File: config.mk
export PLATFORM = sky130hd
export DESIGN_NAME = sswp_device_flat
export DESIGN_NICKNAME = d
export VERILOG_FILES = /design/src/hw/sswp_pkg.sv /design/src/hw/sswp_link_if.sv /design/src/hw/sswp_device.sv /design/src/flat_wrapper.sv
export SDC_FILE = /design/constraint.sdc
export NUM_CORES = 1
export LEC_CHECK = 0
export ABC_AREA = 1
export BUFFER_PORTS_ARGS = -buffer_cell sky130_fd_sc_hd__buf_2
export CAP_MARGIN = 20
export CORE_MARGIN = 2
export CORE_UTILIZATION = 45
export CTS_CLUSTER_DIAMETER = 60
export DETAILED_ROUTE_END_ITERATION = 8
export PLACE_DENSITY = 0.71
export SLEW_MARGIN = 20
export SYNTH_ARGS = -nofsm -noshare
export SYNTH_HDL_FRONTEND = slang
export SYNTH_SLANG_ARGS = --single-unit
File: constraint.sdc
create_clock -name aclk -period 3.28 [get_ports aclk]
set_clock_uncertainty 0.1 [all_clocks]
set_input_delay 0.164 -clock aclk [delete_from_list [all_inputs] [get_ports aclk]]
set_output_delay 0.164 -clock aclk [all_outputs]
set_load 0.01 [all_outputs]
File: src/hw/sswp_pkg.sv
// package for the status register and write-protect block of a serial nvram
// assumes both ends share this package and an spi mode 0 link
package sswp_pkg;
   // ------------------------------------------------------------
   // opcodes
   // ------------------------------------------------------------
   localparam logic [7:0] OP_STATUS_READ     = 8'h05;
   localparam logic [7:0] OP_STATUS_FASTREAD = 8'h09;
   localparam logic [7:0] OP_STATUS_WRITE    = 8'h01;
   localparam logic [7:0] OP_LATCH_SET       = 8'h06;
   localparam logic [7:0] OP_LATCH_CLEAR     = 8'h04;
   localparam logic [7:0] OP_MEM_READ        = 8'h03;
   localparam logic [7:0] OP_MEM_WRITE       = 8'h02;
   localparam logic [7:0] OP_CLOCK_WRITE     = 8'h12;
   localparam logic [7:0] OP_SAVE            = 8'h3C;
   localparam logic [7:0] OP_RESTORE         = 8'h60;
   localparam logic [7:0] OP_AUTOSAVE_ON     = 8'h59;
   localparam logic [7:0] OP_AUTOSAVE_OFF    = 8'h19;
   localparam logic [7:0] OP_SERIAL_WRITE    = 8'hC2;
   // ------------------------------------------------------------
   // status field positions and reset value
   // ------------------------------------------------------------
   localparam int         BIT_BUSY      = 0;
   localparam int         BIT_LATCH     = 1;
   localparam int         BIT_SEL_LO    = 2;
   localparam int         BIT_SEL_HI    = 3;
   localparam int         BIT_LOCK      = 6;
   localparam int         BIT_PIN_GUARD = 7;
   localparam logic [7:0] STATUS_WR_MASK = 8'hCC;
   localparam logic [7:0] STATUS_RESET   = 8'h00;
   // ------------------------------------------------------------
   // protected address starts, 15-bit array
   // ------------------------------------------------------------
   localparam logic [14:0] PROT_START_QTR = 15'h6000;
   localparam logic [14:0] PROT_START_HALF = 15'h4000;
   localparam logic [14:0] PROT_START_ALL = 15'h0000;
   // ------------------------------------------------------------
   // host axi4-lite register map (byte offsets)
   // ------------------------------------------------------------
   localparam logic [7:0] REG_CMD    = 8'h00;  // [7:0] opcode, [15:8] data byte, [16] go
   localparam logic [7:0] REG_RESULT = 8'h04;  // [7:0] byte read back, [8] busy
   localparam int         HOST_DIV   = 4;      // sclk half period in aclk cycles
   localparam logic [1:0] RESP_OKAY   = 2'b00;
   localparam logic [1:0] RESP_SLVERR = 2'b10;

   // protection test on an array address
   function automatic logic sswp_addr_protected(input logic [1:0] sel, input logic [14:0] a);
      case (sel)
         2'b01:   return a >= PROT_START_QTR;
         2'b10:   return a >= PROT_START_HALF;
         2'b11:   return a >= PROT_START_ALL;
         default: return 1'b0;
      endcase
   endfunction
endpackage
File: src/hw/sswp_link_if.sv
// spi link between the host controller and the status block
// assumes mode 0: data changes on sclk fall, sampled on rise
`timescale 1ns/1ps
interface sswp_link_if;
   logic sclk;
   logic cs_n;
   logic mosi;
   logic miso;
   logic miso_oe;
   modport device (input sclk, input cs_n, input mosi, output miso, output miso_oe);
   modport host   (output sclk, output cs_n, output mosi, input miso, input miso_oe);
endinterface // sswp_link_if

File: src/hw/sswp_device.sv
// status register and write-protect logic of the memory device end
// assumes sclk, cs_n and mosi come from another domain; save/restore engine outside
//
// Functional notes
// - busy bit 0 high during save/restore
// - status write alters only bits 2,3,6,7
// - bits 4 and 5 read zero always
// - serial writes allowed until lock bit set
// - lock bit set once, never cleared
// - latch bit 1, cleared at power-up
// - latch-set opcode sets the latch
// - latch low ignores write-class commands
// - write-class completion clears the latch
// - latch-clear acts at cs rising edge
// - status read shifts out status byte
// - fast read returns status after dummy
// - host sends opcode then eight data bits
// - protect select decodes quarter, half, all
// - writes into protected segment discarded
// - pin guard enable gates protect pin
// - status values volatile until save copies
// - host saves after status change if needed
// - shipped status fields all read zero
// - latch-set 06h, latch-clear 04h opcodes
// - read 05h, fast read 09h, write 01h
// - msb first, start on cs falling
// - pin low plus guard blocks status writes
`timescale 1ns/1ps
module sswp_device
   import sswp_pkg::*;
(
   input  wire logic        aclk,
   input  wire logic        aresetn,
   sswp_link_if.device      link,
   input  wire logic        protect_pin_n,
   input  wire logic        save_busy,
   input  wire logic        restore_busy,
   input  wire logic        save_done,
   input  wire logic [7:0]  nv_status,
   input  wire logic        nv_load,
   input  wire logic [14:0] check_addr,
   output logic             check_protected,
   output logic             serial_write_ok,
   output logic [7:0]       nv_status_out,
   output logic [7:0]       status_out
);
   // ------------------------------------------------------------
   // pin synchronisers, three stages, change once stages 2 and 3 agree
   // ------------------------------------------------------------
   logic [2:0] sclk_s_q, cs_s_q, mosi_s_q;
   logic       sclk_q, cs_n_q, mosi_q;
   always_ff @(posedge aclk) begin
      if (!aresetn) begin
         sclk_s_q <= 3'h0;
         cs_s_q   <= 3'h7;
         mosi_s_q <= 3'h0;
         sclk_q   <= 1'b0;
         cs_n_q   <= 1'b1;
         mosi_q   <= 1'b0;
      end else begin
         sclk_s_q <= {sclk_s_q[1:0], link.sclk};
         cs_s_q   <= {cs_s_q[1:0], link.cs_n};
         mosi_s_q <= {mosi_s_q[1:0], link.mosi};
         if (sclk_s_q[1] == sclk_s_q[2]) sclk_q <= sclk_s_q[2];
         if (cs_s_q[1] == cs_s_q[2]) cs_n_q <= cs_s_q[2];
         if (mosi_s_q[1] == mosi_s_q[2]) mosi_q <= mosi_s_q[2];
      end
   end

   // protect pin through the same three-stage filter; idle level is unprotected
   logic [2:0] pin_s_q;
   logic       pin_n_q;
   always_ff @(posedge aclk) begin
      if (!aresetn) begin
         pin_s_q <= 3'h7;
         pin_n_q <= 1'b1;
      end else begin
         pin_s_q <= {pin_s_q[1:0], protect_pin_n};
         if (pin_s_q[1] == pin_s_q[2]) pin_n_q <= pin_s_q[2];
      end
   end

   // filtered levels and their edges
   logic sclk_f, cs_f, sclk_prev_q, cs_prev_q;
   assign sclk_f = (sclk_s_q[1] == sclk_s_q[2]) ? sclk_s_q[2] : sclk_q;
   assign cs_f   = (cs_s_q[1] == cs_s_q[2]) ? cs_s_q[2] : cs_n_q;
   always_ff @(posedge aclk) begin
      if (!aresetn) begin
         sclk_prev_q <= 1'b0;
         cs_prev_q   <= 1'b1;
      end else begin
         sclk_prev_q <= sclk_f;
         cs_prev_q   <= cs_f;
      end
   end
   logic sclk_rise, sclk_fall, cs_fall, cs_rise;
   assign sclk_rise = sclk_f & ~sclk_prev_q & ~cs_f;
   assign sclk_fall = ~sclk_f & sclk_prev_q & ~cs_f;
   assign cs_fall   = ~cs_f & cs_prev_q;
   assign cs_rise   = cs_f & ~cs_prev_q;

   // ------------------------------------------------------------
   // frame shifter, msb first
   // ------------------------------------------------------------
   typedef enum logic [2:0] {
      SSWP_IDLE   = 3'b000,
      SSWP_OPCODE = 3'b001,
      SSWP_DUMMY  = 3'b010,
      SSWP_SEND   = 3'b011,
      SSWP_DATA   = 3'b100,
      SSWP_HOLD   = 3'b101
   } sswp_state_type;
   sswp_state_type state_q;
   logic [7:0] shift_q, out_q;
   logic [2:0] bit_q;
   logic       byte_done;
   logic [7:0] rx_byte;
   assign byte_done = sclk_rise && bit_q == 3'd7;
   assign rx_byte   = {shift_q[6:0], mosi_q};

   // ------------------------------------------------------------
   // status register fields
   // ------------------------------------------------------------
   logic       latch_q, clear_at_end_q, wr_done_q;
   logic [1:0] sel_q;
   logic       lock_q, guard_q;
   logic [7:0] status_rd;
   assign status_rd = {guard_q, lock_q, 2'b00, sel_q, latch_q,
                       save_busy | restore_busy};
   assign status_out = status_rd;

   // write-class opcodes need the latch
   function automatic logic is_write_class(input logic [7:0] op);
      return op inside {OP_STATUS_WRITE, OP_MEM_WRITE, OP_CLOCK_WRITE, OP_SERIAL_WRITE,
                        OP_SAVE, OP_RESTORE, OP_AUTOSAVE_ON, OP_AUTOSAVE_OFF};
   endfunction

   // command decode and shift state
   always_ff @(posedge aclk) begin
      if (!aresetn) begin
         state_q  <= SSWP_IDLE;
         shift_q  <= 8'h00;
         bit_q    <= 3'd0;
      end else if (cs_f) begin
         state_q <= SSWP_IDLE;
         bit_q   <= 3'd0;
      end else begin
         if (cs_fall) begin
            state_q <= SSWP_OPCODE;
            bit_q   <= 3'd0;
         end
         if (sclk_rise) begin
            shift_q <= rx_byte;
            bit_q   <= bit_q + 3'd1;
         end
         if (byte_done) begin
            unique case (state_q)
               SSWP_OPCODE: begin
                  if (rx_byte == OP_STATUS_READ) state_q <= SSWP_SEND;
                  else if (rx_byte == OP_STATUS_FASTREAD) state_q <= SSWP_DUMMY;
                  else if (rx_byte == OP_STATUS_WRITE && latch_q) state_q <= SSWP_DATA;
                  else state_q <= SSWP_HOLD;  // rejected until cs rises
               end
               SSWP_DUMMY: state_q <= SSWP_SEND;
               SSWP_SEND:  state_q <= SSWP_SEND;  // status repeats while clocked
               SSWP_DATA:  state_q <= SSWP_HOLD;
               SSWP_IDLE, SSWP_HOLD: state_q <= state_q;
            endcase
         end
      end
   end

   // status write, lock and pin guard
   logic status_locked, wr_fire;
   assign status_locked = guard_q & ~pin_n_q;
   assign wr_fire = byte_done && state_q == SSWP_DATA && !status_locked;
   always_ff @(posedge aclk) begin
      if (!aresetn) begin
         sel_q   <= STATUS_RESET[BIT_SEL_HI:BIT_SEL_LO];
         lock_q  <= STATUS_RESET[BIT_LOCK];
         guard_q <= STATUS_RESET[BIT_PIN_GUARD];
      end else if (nv_load) begin
         sel_q   <= nv_status[BIT_SEL_HI:BIT_SEL_LO];
         lock_q  <= lock_q | nv_status[BIT_LOCK];
         guard_q <= nv_status[BIT_PIN_GUARD];
      end else if (wr_fire) begin
         sel_q   <= rx_byte[BIT_SEL_HI:BIT_SEL_LO];
         lock_q  <= lock_q | rx_byte[BIT_LOCK];
         guard_q <= rx_byte[BIT_PIN_GUARD];
      end
   end

   // latch: set on latch-set opcode, cleared at cs rise for clear/write-class
   always_ff @(posedge aclk) begin
      if (!aresetn) begin
         latch_q        <= 1'b0;
         clear_at_end_q <= 1'b0;
         wr_done_q      <= 1'b0;
      end else begin
         if (cs_fall) begin
            clear_at_end_q <= 1'b0;
            wr_done_q      <= 1'b0;
         end
         if (byte_done && state_q == SSWP_OPCODE) begin
            if (rx_byte == OP_LATCH_SET) latch_q <= 1'b1;
            if (rx_byte == OP_LATCH_CLEAR) clear_at_end_q <= 1'b1;
            if (is_write_class(rx_byte) && rx_byte != OP_STATUS_WRITE && latch_q)
               wr_done_q <= 1'b1;
         end
         if (byte_done && state_q == SSWP_DATA) wr_done_q <= 1'b1;
         if (cs_rise && (clear_at_end_q || wr_done_q)) latch_q <= 1'b0;
      end
   end

   // output byte: loaded at send entry, shifted on sclk fall
   always_ff @(posedge aclk) begin
      if (!aresetn) out_q <= 8'h00;
      else if (byte_done && (state_q == SSWP_SEND ||
               (state_q == SSWP_OPCODE && rx_byte == OP_STATUS_READ) ||
               state_q == SSWP_DUMMY)) out_q <= status_rd;
      else if (sclk_fall && state_q == SSWP_SEND && bit_q != 3'd0) out_q <= {out_q[6:0], 1'b0};
   end

   // miso from flip-flop, driven only while sending
   logic miso_q, miso_oe_q;
   always_ff @(posedge aclk) begin
      if (!aresetn) begin
         miso_q    <= 1'b0;
         miso_oe_q <= 1'b0;
      end else begin
         miso_oe_q <= state_q == SSWP_SEND && !cs_f;
         miso_q    <= out_q[7];
      end
   end
   assign link.miso    = miso_q;
   assign link.miso_oe = miso_oe_q;

   // array protection and serial lock to the rest of the chip
   assign check_protected = sswp_addr_protected(sel_q, check_addr);
   assign serial_write_ok = ~lock_q & latch_q;
   // nonvolatile copy taken only on a completed save
   always_ff @(posedge aclk) begin
      if (!aresetn) nv_status_out <= STATUS_RESET;
      else if (save_done) nv_status_out <= status_rd & STATUS_WR_MASK;
   end
endmodule // sswp_device

File: src/flat_wrapper.sv
// flat-port wrapper written by rule: the top's interface ports become plain ports
module sswp_device_flat import sswp_pkg::*;
  (aclk, aresetn, protect_pin_n, save_busy, restore_busy, save_done, nv_status, nv_load, check_addr, check_protected, serial_write_ok, nv_status_out, status_out, link_sclk, link_cs_n, link_mosi, link_miso, link_miso_oe);
  sswp_link_if link_i ();
  input  wire logic aclk;
  input  wire logic aresetn;
  input  wire logic protect_pin_n;
  input  wire logic save_busy;
  input  wire logic restore_busy;
  input  wire logic save_done;
  input  wire logic [7:0] nv_status;
  input  wire logic nv_load;
  input  wire logic [14:0] check_addr;
  output logic check_protected;
  output logic serial_write_ok;
  output logic [7:0] nv_status_out;
  output logic [7:0] status_out;
  input wire logic [$bits(link_i.sclk)-1:0] link_sclk;
  input wire logic [$bits(link_i.cs_n)-1:0] link_cs_n;
  input wire logic [$bits(link_i.mosi)-1:0] link_mosi;
  output wire logic [$bits(link_i.miso)-1:0] link_miso;
  output wire logic [$bits(link_i.miso_oe)-1:0] link_miso_oe;
  assign link_i.sclk = link_sclk;
  assign link_i.cs_n = link_cs_n;
  assign link_i.mosi = link_mosi;
  assign link_miso = link_i.miso;
  assign link_miso_oe = link_i.miso_oe;
  sswp_device u_core (.aclk(aclk), .aresetn(aresetn), .link(link_i), .protect_pin_n(protect_pin_n), .save_busy(save_busy), .restore_busy(restore_busy), .save_done(save_done), .nv_status(nv_status), .nv_load(nv_load), .check_addr(check_addr), .check_protected(check_protected), .serial_write_ok(serial_write_ok), .nv_status_out(nv_status_out), .status_out(status_out));
endmodule
==> results.yml <==
clock_tree:
  htree_levels: 2
  path_clk_slew_ns: 0.10
  clock_path_buffers: 2
  clock_latency_ns: 0.30
  cts_buffers: 5
  cts_tree: "yes"
  cts.sinks: 50
  cts_setup_buffers: 0
  clock-root-buffer: "clkbuf_8"
timing:
  fin_crit_ns: 1.64
  setup_viol: 0
  hold_violations: 0
  clock.fmax_ghz: 0.610
  rsz0062_at_grt: "false"
  finalMaxSlewViolations: 0
  worst_pin_slew_ns: 0.505
  finalSetupTns_ns: 0
  fin_crit_sh_pct: 50.0
  slew_headroom_pct: 66.2
finish:
  layout_commonest_cell: "nand2_1"
  nNetsFinal: 374
  final_core_util_pct: 53.9
  area_delta_synth_final_pct: 13.5
  antenna_cells: 0
  most-common-layout-cells: "69 x nand2_1, 50 x dfxtp_1, 38 x a21oi_1, 29 x buf_2, 28 x nand3_1"
  drive_gt1_share_pct: 19.5
yosys:
  synth.mux.area_fraction_pct: 0
  synth_top_family_by_area: "simple AND/OR/NAND/NOR gates"
  synth_area_leaders: "dfxtp_1 44%, nand2_1 11%, a21oi_1 8.4%, nand3_1 6.2%, inv_1 4.3%"
  synthDominantCellAreaShare_pct: 44.0
  synthDistinctLibCells: 29
  synth_compound_area_share_pct: 13.1
  synthXorXnorAreaFrac_pct: 0
  syn_avg_cell_area_um2: 7.39
  seq_area_frac_synth_pct: 44.0
  synth_top_cell_by_area: "dfxtp_1"
  synthesis.area_um2: 2270
  yosys_warnings: 0
  yosys.area_share.simple_pct: 31.0
  yosys.area_share.adder_pct: 1.65
  netlist_instances: 308
  ys_ff_latch: 50
run:
  drv_cap: 0
grt:
  grt_max_degree: 26
  gr-total-overflow: 0
  grt_pass1_vias: 1728
  antenna_found_initial: 0
  grt_pass1_wl_mm: 7.37
  grt_usage_pct: 16.8
floorplanning:
  die_w_um: 75.1
  dieArea_um2: 5640
  start_util_pct: 47.5
  io_pins: 53
  rows: 25
  core_um2: 4790
  chipHeight_um: 75.1
route:
  avgViaCountPerCell: 4.86
  vias: 1972
  drt_iter0_drc: 101
  firstDrtPassIters: 4
  drc: 0
  drt-wirelength-per-cell_um: 11.3
  ant_nets: 0
  wirelength_mm: 4.57
power_and_ir_drop:
  clkPwrFrac_pct: 39.8
  p_seq_share_pct: 55.3
  p_leak_nw: 1.18
  p_per_area_nw_per_um2: 437
  p_sw_share_pct: 22.7
  netSwitchingPower_mw: 0.256
  finalPower_mw: 1.13
  combPwrFrac_pct: 4.9
  internal_power_mw: 0.873
  ir_drop_v: 0.000331
setup_path:
  worst_ep_required_time_ns: 3.38
  path_class: "flop to flop"
  crit_arrival_ns: 1.74
  cp-start-kind: "flop"
  critPathMaxFanout: 17
  critPathCaptureType: "flop"
status:
  status: "completed"
min_path:
  hp-class: "input port to flop"
place:
  io_buffer_count: 29
  dp_hpwl_mm: 3.34
  place_congestion: 0.869
## kinds of logic (layout without fill, tap and decap cells)
logic type                 count (synthesis)  in the layout
and+or+nand+nor                          145            145
other                                      1              6
DFF                                       50             50
AOI/OAI and AO/OA                         59             59
buffers and inverters                     50             76
adders and majority gates                  3              3
## layout make-up
| type | instances | area [µm²] |
|---|---|---|
| Fill cell | 471 | 2200 |
| Multi-Input combinational cell | 213 | 1060 |
| Sequential cell | 50 | 1000 |
| Timing Repair Buffer | 33 | 185 |
| Inverter | 35 | 131 |
| Tap cell | 67 | 83.8 |
| Clock buffer | 5 | 68.8 |
| Clock inverter | 3 | 48.8 |
## Yosys cell counts
master	number
nor2_8	1
nor2_2	3
inv_2	8
nand3_1	28
nand2_4	2
nand2_1	69
nand3b_1	2
buf_6	1
o21ai_1	1
or2_2	7
nor4_1	1
nand3_4	1
nor2_4	3
a211oi_1	1
dfxtp_1	50
a21oi_1	38
inv_1	26
o21ai_0	19
nand4_1	3
buf_2	1
ha_1	3
nor3_1	1
nor2_1	20
conb_1	1
nand2_2	3
clkinv_1	1
buf_4	9
nand3_2	1
clkbuf_1	4
## sequential cells by signal (all words and copies together), names as in the netlist
signal and count:
u_core.out_q 8, u_core.shift_q 7, u_core.nv_status_out 4, u_core.bit_q 3, u_core.cs_s_q 3, u_core.mosi_s_q 3
u_core.pin_s_q 3, u_core.sclk_s_q 3, u_core.state_q 3, u_core.sel_q 2, u_core.clear_at_end_q 1, u_core.cs_n_q 1
u_core.guard_q 1, u_core.latch_q 1, u_core.link.miso 1, u_core.link.miso_oe 1, u_core.lock_q 1, u_core.mosi_q 1
u_core.pin_n_q 1, u_core.sclk_q 1, u_core.wr_done_q 1
## routing by layer
layer | global-route usage, % | part of all wire [%]
met1 | 22.2 | 49
met4 | 4.76 | 0.85
met5 | 0 | 0
met3 | 3.21 | 3.2
met2 | 27.9 | 47
## through the flow
stage | instances | cell area [µm²] | hold slack (ns) | worst slack [ns]
CTS | 406 | 2580 | 0.0205 | 1.62
floorplan | 313 | 2290 | 0.154 | 1.83
detailed placement | 394 | 2420 | 0.252 | 1.52
global placement | 394 | 2420 | 0.248 | 1.51
finish | 406 | 2580 | 0.0386 | 1.64
global route | 406 | 2580 | 0.0324 | 1.49
## worst max-delay path, stage by stage, from the launching register on
cell	delay, ns
dfxtp_1	0.38
nand2_1	0.07
nand2_1	0.07
nand2_2	0.10
nand2_1	0.41
inv_1	0.17
o21ai_0	0.19
a21oi_1	0.06
## power groups by stage
stage / Clock, mW / Combinational [mW] / Sequential (mW)
2_1_floorplan: 0 / 0.0354 / 0.639
3_3_place_gp: 0 / 0.0510 / 0.638
3_5_place_dp: 0 / 0.0517 / 0.638
4_1_cts: 0.462 / 0.0556 / 0.624
5_1_grt: 0.482 / 0.0621 / 0.626
6_report: 0.449 / 0.0552 / 0.624
## path summary, 6_finish.rpt
kind                                     from                                   end  slack (ns)  cells past startpoint
hold / removal                      save_done  u_core.nv_status_out[7]$_SDFFE_PN0P_        0.04                      2
hold reg to reg   u_core.cs_s_q[0]$_SDFF_PN1_           u_core.cs_s_q[1]$_SDFF_PN1_        0.32                      1
setup reg to reg     u_core.cs_n_q$_SDFF_PN1_        u_core.shift_q[0]$_SDFFE_PN0P_        1.64                      7
setup / recovery     u_core.cs_n_q$_SDFF_PN1_        u_core.shift_q[0]$_SDFFE_PN0P_        1.64                      7
## what timing repair did
| item | in CTS | in global routing |
|---|---|---|
| gates resized for setup | 0 | 0 |
| endpoints found under the hold margin | 4 | 0 |
| hold buffers | 4 | 0 |
No activity file was read; power rests on OpenSTA's default activity.
